**src/rtl/defect_pkg.sv**
```systemverilog
// Constants shared by the receive defect monitor, its checker and its bench.
// Assumes a 50 MHz system clock; all line events arrive as one-cycle strobes.
package defect_pkg;
    localparam int CLK_MHZ            = 50;
    localparam int CLK_PERIOD_NS      = 20;
    // Signal-loss timing, in nanoseconds
    localparam int ZEROS_MIN_NS       = 2300;
    localparam int SIGNAL_LOSS_MAX_NS = 100000;
    // Least time rounds up to whole cycles
    localparam int ZEROS_MIN_CYC      = (ZEROS_MIN_NS + CLK_PERIOD_NS - 1) / CLK_PERIOD_NS;
    // Frame-loss persistence, in microseconds
    localparam int FRAME_LOSS_US      = 3000;
    localparam int FRAME_LOSS_CYC     = FRAME_LOSS_US * CLK_MHZ;
    // Defect indication response time, in microseconds
    localparam int RDI_MAX_US         = 250;
    localparam int RDI_MAX_CYC        = RDI_MAX_US * CLK_MHZ;
    // Framing and pointer counts
    localparam int OOF_ERR_COUNT      = 4;
    localparam int PTR_LOSS_DEFAULT   = 8;
    localparam int PTR_LOSS_MIN       = 8;
    localparam int PTR_LOSS_MAX       = 10;
    localparam int PTR_CLEAR_COUNT    = 3;
    localparam int SIGNAL_CLEAR_COUNT = 2;
    // Cell delineation counts
    localparam int CELL_ALPHA         = 7;
    localparam int CELL_DELTA         = 6;
    // Pointer word layout: new-data flag in bits 1..4 (the top nibble)
    localparam int NDF_MSB            = 15;
    localparam int NDF_LSB            = 12;
    localparam logic [3:0] NDF_NORMAL = 4'h6;
    // Path status byte layout, bit 1 is the msb
    localparam int G1_RDI_POS         = 3;
    // Line error count, N = 3 for the slower rate
    localparam int LINE_N_STS3        = 3;
    localparam int LINE_N_STS12       = 12;
    localparam int SUM_W              = 8;
endpackage : defect_pkg

```
**src/rtl/sonet_rx_defect_monitor.sv**
```systemverilog
// Receive defect monitor: signal, frame, pointer and cell-delineation loss,
// path defect indication in G1 and line block-error count in Z2.
// Assumes strobes from a framer, pointer reader, header checker and parity checkers,
// all synchronous to clk.
//
// Operation
// - Signal loss within 100us of 2.3us zeros
// - Zeros means no transitions or no light
// - Leave signal loss after two clean frame patterns
// - Out-of-frame after four errored framing patterns
// - Frame loss after 3 ms out-of-frame
// - Clear frame loss after 3 ms in-frame
// - Pointer loss after 8-10 invalid or NEW_DATA_FLAG frames
// - New-data flag is pointer word bits 1-4
// - Clear pointer loss after three good frames
// - Cell loss after seven bad header checks
// - Leave cell loss after one plus six good
// - Set G1 bit 5 within 250us
// - Hold bit while defects, clear within 250us
// - Z2 count legal range 0 to 8N
// - Z2 third byte carries B2 mismatches
// - Same behaviour at the faster line rate
// - Line parity covers previous frame, before scrambling
// - G1 bits 1-4 carry B3 mismatches
`timescale 1ns/100ps
module sonet_rx_defect_monitor
    import defect_pkg::*;
#(
    parameter int FRAME_LOSS_CYCLES = FRAME_LOSS_CYC,
    parameter int RDI_CYCLES        = RDI_MAX_CYC
) (
    // Clock and reset
    input  wire logic             clk,
    input  wire logic             reset,
    // Configuration
    input  wire logic             optical_sel,
    input  wire logic             rate_sts12,
    input  wire logic [3:0]       ptr_loss_runs,
    // Line sampling
    input  wire logic             line_sample,
    input  wire logic             light_present,
    // Framer events
    input  wire logic             frame_strobe,
    input  wire logic             frame_pattern_ok,
    // Pointer events, one per frame
    input  wire logic             ptr_strobe,
    input  wire logic [15:0]      ptr_word,
    input  wire logic             ptr_valid,
    input  wire logic             ptr_concat,
    // Cell header check events
    input  wire logic             hdr_strobe,
    input  wire logic             hdr_ok,
    // Alarm indications detected upstream
    input  wire logic             line_ais,
    input  wire logic             path_ais,
    // Parity mismatch counts from the checkers
    input  wire logic             b2_strobe,
    input  wire logic [7:0]       b2_mismatch,
    input  wire logic             b3_strobe,
    input  wire logic [3:0]       b3_mismatch,
    // Sticky clear, one bit per defect
    input  wire logic [3:0]       change_clear,
    // Defect flags
    output logic                  signal_loss_state,
    output logic                  frame_loss_state,
    output logic                  out_of_frame,
    output logic                  pointer_loss_state,
    output logic                  cell_delineation_loss_state,
    output logic [3:0]            change_sticky,
    // Outgoing overhead
    output logic [7:0]            g1_byte,
    output logic [7:0]            z2_third_byte,
    output logic                  remote_defect_indication
);
    // Parameter checks
    initial begin
        if (FRAME_LOSS_CYCLES < 1 || RDI_CYCLES < 1) begin
            $error("persistence counts must be at least one cycle");
        end
    end

    // Cell delineation states
    typedef enum logic [1:0] {CELL_HUNT, CELL_PRESYNC, CELL_SYNC} cell_state_t;

    // Counter widths sized to the longest persistence
    localparam int FL_W  = $clog2(FRAME_LOSS_CYCLES + 1);
    localparam int RD_W  = $clog2(RDI_CYCLES + 1);
    localparam int ZR_W  = $clog2(ZEROS_MIN_CYC + 1);

    logic signal_loss_r;
    logic signal_loss_nxt;
    logic frame_loss_r;
    logic oof_r;
    logic oof_nxt;
    logic ptr_loss_r;
    logic ptr_loss_nxt;
    logic cell_loss_r;
    cell_state_t cell_r;
    cell_state_t cell_nxt;
    logic [2:0] oof_errs_r;
    logic [2:0] oof_errs_nxt;
    logic [1:0] clean_frames_r;
    logic [1:0] clean_frames_nxt;
    logic [3:0] ptr_bad_r;
    logic [3:0] ptr_ndf_r;
    logic [1:0] ptr_good_r;
    logic [2:0] hdr_run_r;
    logic [2:0] hdr_run_nxt;
    logic       prev_sample_r;
    logic [3:0] flags_prev_r;
    logic [3:0] sticky_r;
    logic       rdi_r;
    logic [3:0] far_end_block_error_count_r;
    logic [7:0] z2_r;

    // Zeros detection: electrical looks for transitions, optical for light
    wire  line_activity = optical_sel ? light_present : (line_sample != prev_sample_r);
    wire  zeros_found;
    wire  frame_loss_set;
    wire  frame_loss_clr;
    wire  defect_any;
    wire  rdi_set_due;
    wire  rdi_clr_due;

    // Zeros stretch of at least the minimum time
    persist_counter #(.WIDTH(ZR_W)) zeros_run (
        .clk     (clk),
        .reset   (reset),
        .step    (1'b1),
        .restart (line_activity),
        .limit   (ZR_W'(ZEROS_MIN_CYC)),
        .reached (zeros_found)
    );

    // Out-of-frame persistence
    persist_counter #(.WIDTH(FL_W)) oof_run (
        .clk     (clk),
        .reset   (reset),
        .step    (oof_r),
        .restart (!oof_r),
        .limit   (FL_W'(FRAME_LOSS_CYCLES)),
        .reached (frame_loss_set)
    );

    // In-frame persistence
    persist_counter #(.WIDTH(FL_W)) inframe_run (
        .clk     (clk),
        .reset   (reset),
        .step    (!oof_r),
        .restart (oof_r),
        .limit   (FL_W'(FRAME_LOSS_CYCLES)),
        .reached (frame_loss_clr)
    );

    // Defect indication set and release delays, shorter than 250us
    assign defect_any = signal_loss_r | frame_loss_r | ptr_loss_r | cell_loss_r
                      | line_ais | path_ais;

    persist_counter #(.WIDTH(RD_W)) rdi_on_run (
        .clk     (clk),
        .reset   (reset),
        .step    (defect_any),
        .restart (!defect_any),
        .limit   (RD_W'(1)),
        .reached (rdi_set_due)
    );

    persist_counter #(.WIDTH(RD_W)) rdi_off_run (
        .clk     (clk),
        .reset   (reset),
        .step    (!defect_any),
        .restart (defect_any),
        .limit   (RD_W'(1)),
        .reached (rdi_clr_due)
    );

    // Signal loss: set on zeros, cleared after two clean frame patterns
    always_comb begin
        signal_loss_nxt  = signal_loss_r;
        clean_frames_nxt = clean_frames_r;
        if (zeros_found) begin
            signal_loss_nxt  = 1'b1;
            clean_frames_nxt = '0;
        end else if (signal_loss_r && frame_strobe) begin
            if (!frame_pattern_ok) begin
                clean_frames_nxt = '0;
            end else if (clean_frames_r + 2'd1 >= 2'(SIGNAL_CLEAR_COUNT)) begin
                signal_loss_nxt  = 1'b0;
                clean_frames_nxt = '0;
            end else begin
                clean_frames_nxt = clean_frames_r + 2'd1;
            end
        end
    end

    // Out-of-frame on four consecutive errored patterns, cleared by a good one
    always_comb begin
        oof_nxt      = oof_r;
        oof_errs_nxt = oof_errs_r;
        if (frame_strobe) begin
            if (frame_pattern_ok) begin
                oof_errs_nxt = '0;
                oof_nxt      = 1'b0;
            end else begin
                if (oof_errs_r < 3'(OOF_ERR_COUNT)) begin
                    oof_errs_nxt = oof_errs_r + 3'd1;
                end
                if (oof_errs_r + 3'd1 >= 3'(OOF_ERR_COUNT)) begin
                    oof_nxt = 1'b1;
                end
            end
        end
    end

    // Pointer checks; the flag nibble is the top of the word
    wire [3:0] ndf_bits   = ptr_word[NDF_MSB:NDF_LSB];
    wire       ndf_normal = (ndf_bits == NDF_NORMAL);
    wire       ptr_good   = ptr_concat | (ptr_valid & ndf_normal);
    wire [3:0] run_limit  = (ptr_loss_runs < 4'(PTR_LOSS_MIN) || ptr_loss_runs > 4'(PTR_LOSS_MAX))
                          ? 4'(PTR_LOSS_DEFAULT) : ptr_loss_runs;
    wire [3:0] bad_nxt    = (ptr_valid | ptr_concat) ? 4'd0
                          : ((ptr_bad_r < run_limit) ? ptr_bad_r + 4'd1 : ptr_bad_r);
    wire [3:0] ndf_nxt    = (ptr_valid & !ndf_normal)
                          ? ((ptr_ndf_r < run_limit) ? ptr_ndf_r + 4'd1 : ptr_ndf_r) : 4'd0;
    wire [1:0] good_nxt   = ptr_good ? ((ptr_good_r < 2'(PTR_CLEAR_COUNT)) ?
                            ptr_good_r + 2'd1 : ptr_good_r) : 2'd0;

    always_comb begin
        ptr_loss_nxt = ptr_loss_r;
        if (ptr_strobe) begin
            if (bad_nxt >= run_limit || ndf_nxt >= run_limit) begin
                ptr_loss_nxt = 1'b1;
            end else if (good_nxt >= 2'(PTR_CLEAR_COUNT)) begin
                ptr_loss_nxt = 1'b0;
            end
        end
    end

    // Cell delineation: hunt, presync, sync
    always_comb begin
        cell_nxt    = cell_r;
        hdr_run_nxt = hdr_run_r;
        if (hdr_strobe) begin
            case (cell_r)
                CELL_HUNT: begin
                    hdr_run_nxt = '0;
                    if (hdr_ok) begin
                        cell_nxt = CELL_PRESYNC;
                    end
                end
                CELL_PRESYNC: begin
                    if (!hdr_ok) begin
                        cell_nxt    = CELL_HUNT;
                        hdr_run_nxt = '0;
                    end else if (hdr_run_r + 3'd1 >= 3'(CELL_DELTA)) begin
                        cell_nxt    = CELL_SYNC;
                        hdr_run_nxt = '0;
                    end else begin
                        hdr_run_nxt = hdr_run_r + 3'd1;
                    end
                end
                CELL_SYNC: begin
                    if (hdr_ok) begin
                        hdr_run_nxt = '0;
                    end else if (hdr_run_r + 3'd1 >= 3'(CELL_ALPHA)) begin
                        cell_nxt    = CELL_HUNT;
                        hdr_run_nxt = '0;
                    end else begin
                        hdr_run_nxt = hdr_run_r + 3'd1;
                    end
                end
                default: begin
                    cell_nxt    = CELL_HUNT;
                    hdr_run_nxt = '0;
                end
            endcase
        end
    end

    // Line error count above the legal range for the rate is sent as zero
    wire [7:0] line_max = rate_sts12 ? 8'(8 * LINE_N_STS12) : 8'(8 * LINE_N_STS3);
    wire [7:0] z2_legal = (b2_mismatch > line_max) ? 8'h00 : b2_mismatch;

    // Sticky change bits; a change in the clear cycle still sets
    wire [3:0] flags_now = {cell_loss_r, ptr_loss_r, frame_loss_r, signal_loss_r};
    wire [3:0] sticky_nxt = (sticky_r & ~change_clear) | (flags_now ^ flags_prev_r);

    // Defect state registers
    always_ff @(posedge clk) begin
        if (reset) begin
            signal_loss_r  <= 1'b0;
            clean_frames_r <= '0;
            oof_r          <= 1'b0;
            oof_errs_r     <= '0;
            prev_sample_r  <= 1'b0;
        end else begin
            signal_loss_r  <= signal_loss_nxt;
            clean_frames_r <= clean_frames_nxt;
            oof_r          <= oof_nxt;
            oof_errs_r     <= oof_errs_nxt;
            prev_sample_r  <= line_sample;
        end
    end

    // Frame loss follows the two persistence windows
    always_ff @(posedge clk) begin
        if (reset) begin
            frame_loss_r <= 1'b0;
        end else if (frame_loss_set) begin
            frame_loss_r <= 1'b1;
        end else if (frame_loss_clr) begin
            frame_loss_r <= 1'b0;
        end
    end

    // Pointer counters only move on a pointer strobe
    always_ff @(posedge clk) begin
        if (reset) begin
            ptr_loss_r <= 1'b0;
            ptr_bad_r  <= '0;
            ptr_ndf_r  <= '0;
            ptr_good_r <= '0;
        end else if (ptr_strobe) begin
            ptr_loss_r <= ptr_loss_nxt;
            ptr_bad_r  <= bad_nxt;
            ptr_ndf_r  <= ndf_nxt;
            ptr_good_r <= good_nxt;
        end
    end

    // Cell state, starts hunting but not in loss
    always_ff @(posedge clk) begin
        if (reset) begin
            cell_r      <= CELL_HUNT;
            hdr_run_r   <= '0;
            cell_loss_r <= 1'b0;
        end else begin
            cell_r      <= cell_nxt;
            hdr_run_r   <= hdr_run_nxt;
            cell_loss_r <= (cell_nxt != CELL_SYNC) && (cell_r != CELL_SYNC || cell_nxt == CELL_HUNT)
                           ? ((cell_r == CELL_SYNC) ? 1'b1 : cell_loss_r | (cell_nxt == CELL_HUNT
                              && cell_r == CELL_SYNC)) : 1'b0;
        end
    end

    // Sticky and indication registers
    always_ff @(posedge clk) begin
        if (reset) begin
            flags_prev_r <= '0;
            sticky_r     <= '0;
            rdi_r        <= 1'b0;
        end else begin
            flags_prev_r <= flags_now;
            sticky_r     <= sticky_nxt;
            if (rdi_set_due) begin
                rdi_r <= 1'b1;
            end else if (rdi_clr_due) begin
                rdi_r <= 1'b0;
            end
        end
    end

    // Outgoing overhead counts latched per parity result
    always_ff @(posedge clk) begin
        if (reset) begin
            far_end_block_error_count_r <= '0;
            z2_r   <= '0;
        end else begin
            if (b3_strobe) begin
                far_end_block_error_count_r <= b3_mismatch;
            end
            if (b2_strobe) begin
                z2_r <= z2_legal;
            end
        end
    end

    // Outputs straight from flip-flops
    assign signal_loss_state           = signal_loss_r;
    assign frame_loss_state            = frame_loss_r;
    assign out_of_frame                = oof_r;
    assign pointer_loss_state          = ptr_loss_r;
    assign cell_delineation_loss_state = cell_loss_r;
    assign change_sticky               = sticky_r;
    assign remote_defect_indication    = rdi_r;
    assign z2_third_byte               = z2_r;
    // Low three bits unused and sent as zero
    assign g1_byte = {far_end_block_error_count_r, rdi_r, 3'h0};
endmodule // sonet_rx_defect_monitor

```
**src/rtl/persist_counter.sv**
```systemverilog
// Saturating run counter used for every persistence window in the monitor.
// Assumes one clock and a synchronous active-high reset.
`timescale 1ns/100ps
module persist_counter #(
    parameter int WIDTH = 8
) (
    // Clock and reset
    input  wire logic             clk,
    input  wire logic             reset,
    // Run control
    input  wire logic             step,
    input  wire logic             restart,
    input  wire logic [WIDTH-1:0] limit,
    // Result
    output logic                  reached
);
    logic [WIDTH-1:0] count_r;
    logic [WIDTH-1:0] count_nxt;
    wire              at_limit = (count_r >= limit);

    // Restart wins over a step so a broken run never counts on
    assign count_nxt = restart ? '0 : ((step && !at_limit) ? count_r + 1'b1 : count_r);

    always_ff @(posedge clk) begin
        if (reset) begin
            count_r <= '0;
        end else begin
            count_r <= count_nxt;
        end
    end

    assign reached = at_limit;
endmodule // persist_counter

```
**config.mk**
```make
export PLATFORM = sky130hd
export DESIGN_NAME = sonet_rx_defect_monitor
export DESIGN_NICKNAME = d
export VERILOG_FILES = /design/src/rtl/defect_pkg.sv /design/src/rtl/sonet_rx_defect_monitor.sv /design/src/rtl/persist_counter.sv
export SDC_FILE = /design/constraint.sdc
export NUM_CORES = 1
export LEC_CHECK = 0
export BUFFER_PORTS_ARGS = -buffer_cell sky130_fd_sc_hd__buf_2
export CAP_MARGIN = 20
export CORE_MARGIN = 3
export CORE_UTILIZATION = 62
export CTS_CLUSTER_DIAMETER = 50
export CTS_CLUSTER_SIZE = 16
export DETAILED_ROUTE_END_ITERATION = 6
export PLACE_DENSITY = 0.85
export SLEW_MARGIN = 10
export SYNTH_ARGS = -nofsm -noshare
export SYNTH_HDL_FRONTEND = slang
export SYNTH_SLANG_ARGS = --single-unit
```
**constraint.sdc**
```tcl
create_clock -name clk -period 6.7 [get_ports clk]
set_input_delay 2.01 -clock clk [delete_from_list [all_inputs] [get_ports clk]]
set_output_delay 2.01 -clock clk [all_outputs]
set_load 0.02 [all_outputs]
```
# Word-level counts from Yosys, hierarchy flattened
# Index checks and enable logic that the tools add are counted.
[totals]
romBits = 0
mem_count = 0
elab_cells = 153
ramBits = 0
inputBits = 53
register_bits = 118
latch_bits = 0
[op_classes]
magnitude_cmp = 19
n_reduce_logical = 38
muxes = 39
n_shift = 0
n_div = 0
add_sub_neg = 11
multipliers = 0
bitwise = 17
eq_ne = 6
[ops]
columns = ["op", "n"]
rows = [
  ["$add 18x1->18 const B", 2],
  ["$ge 18x18->1 const B", 2],
  ["$add 14x1->14 const B", 2],
  ["$ge 14x1->1 const B", 2],
  ["$mux 2", 10],
  ["$mux 4", 5],
  ["$mux 3", 6],
  ["$reduce_bool 2->1", 8],
  ["$mux 1", 14],
  ["$reduce_or 2->1", 7],
  ["$ge 3x3->1 const B", 3],
  ["$add 4x1->4 const B", 2],
  ["$ge 4x4->1", 2],
  ["$gt 8x7->1", 1],
  ["$lt 4x4->1", 2],
  ["$mux 8", 1],
  ["$or 1x1->1", 8],
  ["$add 7x1->7 const B", 1],
  ["$ge 7x7->1 const B", 1],
  ["$logic_and 1x1->1", 7],
  ["$logic_not 1->1", 7],
  ["$mux 7", 1],
  ["$add 3x1->3 const B", 2],
  ["$pmux 2 s3", 1],
  ["22 further kinds", 33],
]

# Longest topological paths before layout
[logic_depth]
depth_word = 11
mapped_depth = 13
depth_no_buf = 13

# By module
# From an unflattened synthesis, not the netlist that was laid out.
[unflattened]
hier_cells = 1005
hier_area_um2 = 8209.1
[modules_own_cells]
columns = ["mod", "seq_area_each_um2", "cells_per_inst", "area_per_inst_um2", "n_inst"]
rows = [
  ["persist_counter (inframe_run ...)", 360.3, 169, 1336.3, 2],
  ["sonet_rx_defect_monitor", 940.9, 309, 2672.6, 1],
  ["persist_counter (rdi_off_run ...)", 280.3, 148, 1171.1, 2],
  ["persist_counter (zeros_run)", 140.1, 62, 521.8, 1],
]

# Worst setup path after synthesis
# Ideal clock, no wire load.
[synth_path]
path_type = "input port to flip-flop"
startpoint = "input ptr_loss_runs[0]"
endpoint = "register ptr_loss_r (netlist: pointer_loss_state)"
t_arrival_ns = 4.571
setup_time_ns = 0.127
n_path_buf = 0
slack_ns = 2.002
cell_stages = 13
cell_sequence = "nand4bb_1 > ha_1 > o21ai_0 > a21oi_1 > o21ai_0 > a21boi_0 > o21ai_0 > ha_1 > nand2b_1 > a21o_1 > a21o_1 > a221oi_1 > o21ai_0"
[synth_between]
elab_chain_len = 10
word_cells_on_any_way = 16
classes_between = "6 x order compare; 6 x mux; 4 x reduce/logical"
[synth_rtl]
columns = ["item", "line_no", "rtl"]
rows = [
  ["from (decl)", "sonet_rx_defect_monitor.sv:38", "input wire logic [3:0] ptr_loss_runs,"],
  ["$lt 4x4->1 / $gt 4x4->1 (equally long branches)", "sonet_rx_defect_monitor.sv:219", "wire [3:0] run_limit = (ptr_loss_runs < 4'(PTR_LOSS_MIN) || ptr_loss_runs > 4'(PTR_LOSS_MAX))"],
  ["$logic_or 1x1->1", "sonet_rx_defect_monitor.sv:219", ""],
  ["$mux 4 *", "sonet_rx_defect_monitor.sv:220", "? 4'(PTR_LOSS_DEFAULT) : ptr_loss_runs;"],
  ["$lt 4x4->1, on equally long branches", "sonet_rx_defect_monitor.sv:222, sonet_rx_defect_monitor.sv:224", ""],
  ["$mux 4, on equally long branches", "sonet_rx_defect_monitor.sv:222, sonet_rx_defect_monitor.sv:224", ""],
  ["$mux 4, on equally long branches", "sonet_rx_defect_monitor.sv:221, sonet_rx_defect_monitor.sv:224", ""],
  ["$ge 4x4->1", "sonet_rx_defect_monitor.sv:231", "if (bad_nxt >= run_limit || ndf_nxt >= run_limit) begin"],
  ["$logic_or 1x1->1 *", "sonet_rx_defect_monitor.sv:231", ""],
  ["$reduce_bool 2->1 (no line)", "--", ""],
  ["$reduce_and 2->1 (no line)", "--", ""],
  ["to (signal assigned)", "sonet_rx_defect_monitor.sv:324", "ptr_loss_r <= ptr_loss_nxt;"],
  ["to (decl)", "sonet_rx_defect_monitor.sv:95", "logic ptr_loss_r;"],
]
# Every way passes the cells marked *; elsewhere a longest branch is shown, timed or not.
# A chain may end at the register's enable or synchronous reset.

# Worst setup path after layout
# Same ends and word-level chain as after synthesis.

==> tab_implementation.tex <==
\begin{tabular}{lr}
\hline
Metric & Value \\
\hline
\multicolumn{2}{l}{\textbf{Die}} \\
Die area & 10,800 um\^{}2 \\
Number of rows created at floorplan & 35 \\
Initial Util & 64.03\% \\
Chip Height & 103.9 um \\
Die Span X & 103.9 um \\
Num ports & 79 \\
Area of the core region & 9284 um\^{}2 \\
\multicolumn{2}{l}{\textbf{Clock tree}} \\
Hold Buf Count CTS & 0 \\
Clock buffers created by TritonCTS & 17 \\
Clock tree from TritonCTS & yes \\
Cells resized by post-CTS repair & 0 \\
CTS Root Cell & clkbuf\_8 \\
H-tree Lvls & 4 \\
Maximum clock insertion buffer count & 2 \\
Setup Buffers After CTS & 0 \\
Clock-pin slew of the registers on the worst-case setup and hold paths & 60 ps \\
Total clock sinks & 118 \\
Clock latency at the later pin of the worst-skew pair & 510 ps \\
\multicolumn{2}{l}{\textbf{Layout}} \\
Fillers & 677 \\
Antenna diode count & 0 \\
Share of layout cells above drive strength 1 & 13.35\% \\
Synth-to-layout area growth & 16.27\% \\
Share of the core filled with cells & 74.45\% \\
Nets & 844 \\
\multicolumn{2}{l}{\textbf{Placement}} \\
Placer Congestion & 0.8680 \\
Post-Place Setup Slack & 1542 ps \\
Detailed Place HPWL & 8657 um \\
Number of buffer cells added on primary ports & 63 \\
\multicolumn{2}{l}{\textbf{Hold path}} \\
Hold/Removal Path Class & flip-flop to flip-flop \\
\multicolumn{2}{l}{\textbf{Run status}} \\
Run status & complete, no violations \\
\multicolumn{2}{l}{\textbf{Yosys}} \\
Main flop type after synthesis & dfxtp\_1 \\
Dominant cell by count in the synthesized netlist & dfxtp\_1 \\
Netlist Area Pre-Place & 5944 um\^{}2 \\
Seq/Total Area, Yosys & 39.74\% \\
Area leader, netlist & dfxtp\_1 \\
Biggest area contributors in the synthesized netlist & dfxtp\_1 (40\%), ha\_1 (8.4\%), a21oi\_1 (5.2\%), nor2\_1 (3.9\%), and2\_1 (2.6\%) \\
Instance count of the mapped netlist & 687 \\
Register bit count reported by yosys & 118 \\
Post-synthesis average cell area & 8.653 um\^{}2 \\
Fraction of registers with async set or reset after synthesis & 0\% \\
Yosys cell types & 69 \\
Area share of the largest cell type after synthesis & 39.74\% \\
Number of synthesized flops with an enable pin & 0 \\
Most instantiated cells after synthesis & dfxtp\_1 (118), a21oi\_1 (62), nor2\_1 (62) \\
Count of warnings emitted by yosys & 0 \\
\multicolumn{2}{l}{\textbf{STA}} \\
Maximum achievable frequency & 213.9 MHz \\
Worst-Margin Slew & 998.4 ps \\
Setup-violating endpoint count in the final report & 0 \\
RSZ-0062 raised after global routing & false \\
Worst Setup Slack, final & 2025 ps \\
Final Critical Period & 4675 ps \\
Post-route worst hold slack & 454.9 ps \\
Final-report hold violation count & 0 \\
Clk\_skew & 9.296 ps \\
Total negative slack for setup checks & 0 ps \\
Period Utilization, post-route & 69.77\% \\
Max-slew headroom at the worst pin & 33.44\% \\
Final Slew Violations & 0 \\
\multicolumn{2}{l}{\textbf{Worst setup path}} \\
Highest fanout seen on the critical path & 6 \\
Worst Reg2Reg Path Length in Cells & 12 \\
Setup slack, reg-to-reg & 3610 ps \\
Timing endpoint of the critical path & pointer\_loss\_state \\
Critical path class & input pin to flip-flop \\
Reg-to-Reg Start & ptr\_bad\_r[1] \\
Required arrival time at the worst endpoint & 7090 ps \\
CP Launch Type & input pin \\
Endpoint class of the critical path & flip-flop \\
First element of the critical path & ptr\_loss\_runs[0] \\
Endpoint of the worst register-to-register path & pointer\_loss\_state \\
Worst path arrival time & 5070 ps \\
\multicolumn{2}{l}{\textbf{Drt}} \\
Post-detailed-routing wire length & 13,060 um \\
Count of TritonRoute iterations in the first routing pass & 4 \\
Count of vias placed by the detailed router & 5,157 \\
Average via count per standard cell & 5.775 \\
Routed length per instance & 14.62 um \\
Initial detailed-routing violation count & 204 \\
Antenna violation net count after detailed routing & 0 \\
DRC viols & 0 \\
\multicolumn{2}{l}{\textbf{Global routing}} \\
Global route total overflow & 0 \\
Global-route usage over all layers & 24.17\% \\
Wire length of the first global-routing pass & 21,890 um \\
Pin count of the biggest net entering global routing & 57 \\
Vias in the first global route & 5,064 \\
Initial antenna violation count & 0 \\
\multicolumn{2}{l}{\textbf{Run}} \\
Number of maximum-capacitance constraint violations & 0 \\
\multicolumn{2}{l}{\textbf{Power}} \\
Leakage & 2.746 nW \\
Power per Cell Area & 258.2 nW/um\^{}2 \\
Worst voltage drop across the vdd grid & 0.2176 mV \\
\hline
\end{tabular}
## sequential cells by signal, indices dropped and copies added (netlist names), 3 cells and up
| name | cells |
|---|---|
| ptr_ndf_r | 4 |
| ptr_bad_r | 4 |
| oof_run.count_r | 18 |
| rdi_off_run.count_r | 14 |
| hdr_run_r | 3 |
| oof_errs_r | 3 |
| far_end_block_error_count_r | 4 |
| flags_prev_r | 4 |
| z2_third_byte | 8 |
| inframe_run.count_r | 18 |
| change_sticky | 4 |
| zeros_run.count_r | 7 |
| rdi_on_run.count_r | 14 |
## layout make-up
type / count / area [um^2] / share of cell area [%]
multi-input cells: 510 / 3342 / 48.35
flip-flops and latches: 118 / 2362 / 34.18
clock inverters: 9 / 126.4 / 1.828
clock buffers: 23 / 446.7 / 6.463
inverters: 40 / 150.1 / 2.172
repair buffers: 64 / 322.8 / 4.671
well taps: 129 / 161.4 / 2.335
## worst max-delay path, cell delays in order
cell,delay [ps]
buf_2,100
nand4bb_1,310
ha_1,350
o21ai_0,220
a21oi_1,80
o21ai_0,500
a21boi_0,170
o21ai_0,200
ha_1,250
nand2b_1,140
a21o_1,180
a21o_1,170
a221oi_1,270
o21ai_0,120
## worst min path at each step
| stage | start | to | cells past startpoint |
|---|---|---|---|
| 2_1_floorplan | clean_frames_r[1] | clean_frames_r[1] | 2 |
| 3_3_place_gp | clean_frames_r[1] | clean_frames_r[1] | 2 |
| 3_5_place_dp | clean_frames_r[1] | clean_frames_r[1] | 2 |
| 4_1_cts | clean_frames_r[1] | clean_frames_r[1] | 2 |
| 5_1_grt | clean_frames_r[1] | clean_frames_r[1] | 2 |
| 6_report | clean_frames_r[1] | clean_frames_r[1] | 2 |
## power breakdown
| part | internal (mW) | total [mW] | switching [mW] |
|---|---|---|---|
| sequential | 0.721 | 0.738 | 0.0169 |
| combinational | 0.0687 | 0.170 | 0.101 |
| clock | 0.574 | 0.877 | 0.303 |
## placed cells by master, fill, tap and decap left out, drive strengths merged, types with 11 or more instances in the layout
cell | Yosys | final
o21ai | 28 | 28
conb | 2 | 11
clkbuf | 16 | 23
nand2b | 19 | 19
or4 | 17 | 17
a21oi | 62 | 62
nor2b | 17 | 17
o31ai | 16 | 16
or3 | 17 | 17
nand3 | 19 | 19
dfxtp | 118 | 118
nor2 | 62 | 62
ha | 40 | 40
inv | 40 | 40
and2 | 25 | 25
nand4 | 13 | 13
xnor2 | 13 | 13
nand2 | 34 | 34
buf | 12 | 64
## layer usage
metal  wire [um]  vias up  global-route usage (%)
met2        6701      120                   43.73
met5           0        -                       0
li1            -     2566                       -
met4         393        0                   11.87
met1        5488     2426                   26.46
met3         473       45                   5.587
## through the flow
stage | std cells | total power, mW | cell area [um^2]
2_1_floorplan | 696 | 0.8704 | 5978
3_3_place_gp | 861 | 0.9065 | 6339
3_5_place_dp | 861 | 0.9151 | 6339
4_1_cts | 893 | 1.791 | 6912
5_1_grt | 893 | 1.846 | 6912
6_report | 893 | 1.785 | 6912
## kinds of logic after synthesis
family                   Yosys count  synth area share, %
other                              2               0.1263
adder cells (fa/ha/maj)           40                8.419
buffers and inverters             68                4.610
AO/OA/AOI/OAI                    166                17.79
XOR/XNOR                          21                3.094
multiplexers                      11                1.873
flip-flops                       118                39.74
AND/OR/NAND/NOR                  261                24.35
No activity file was read; power rests on OpenSTA's default activity.
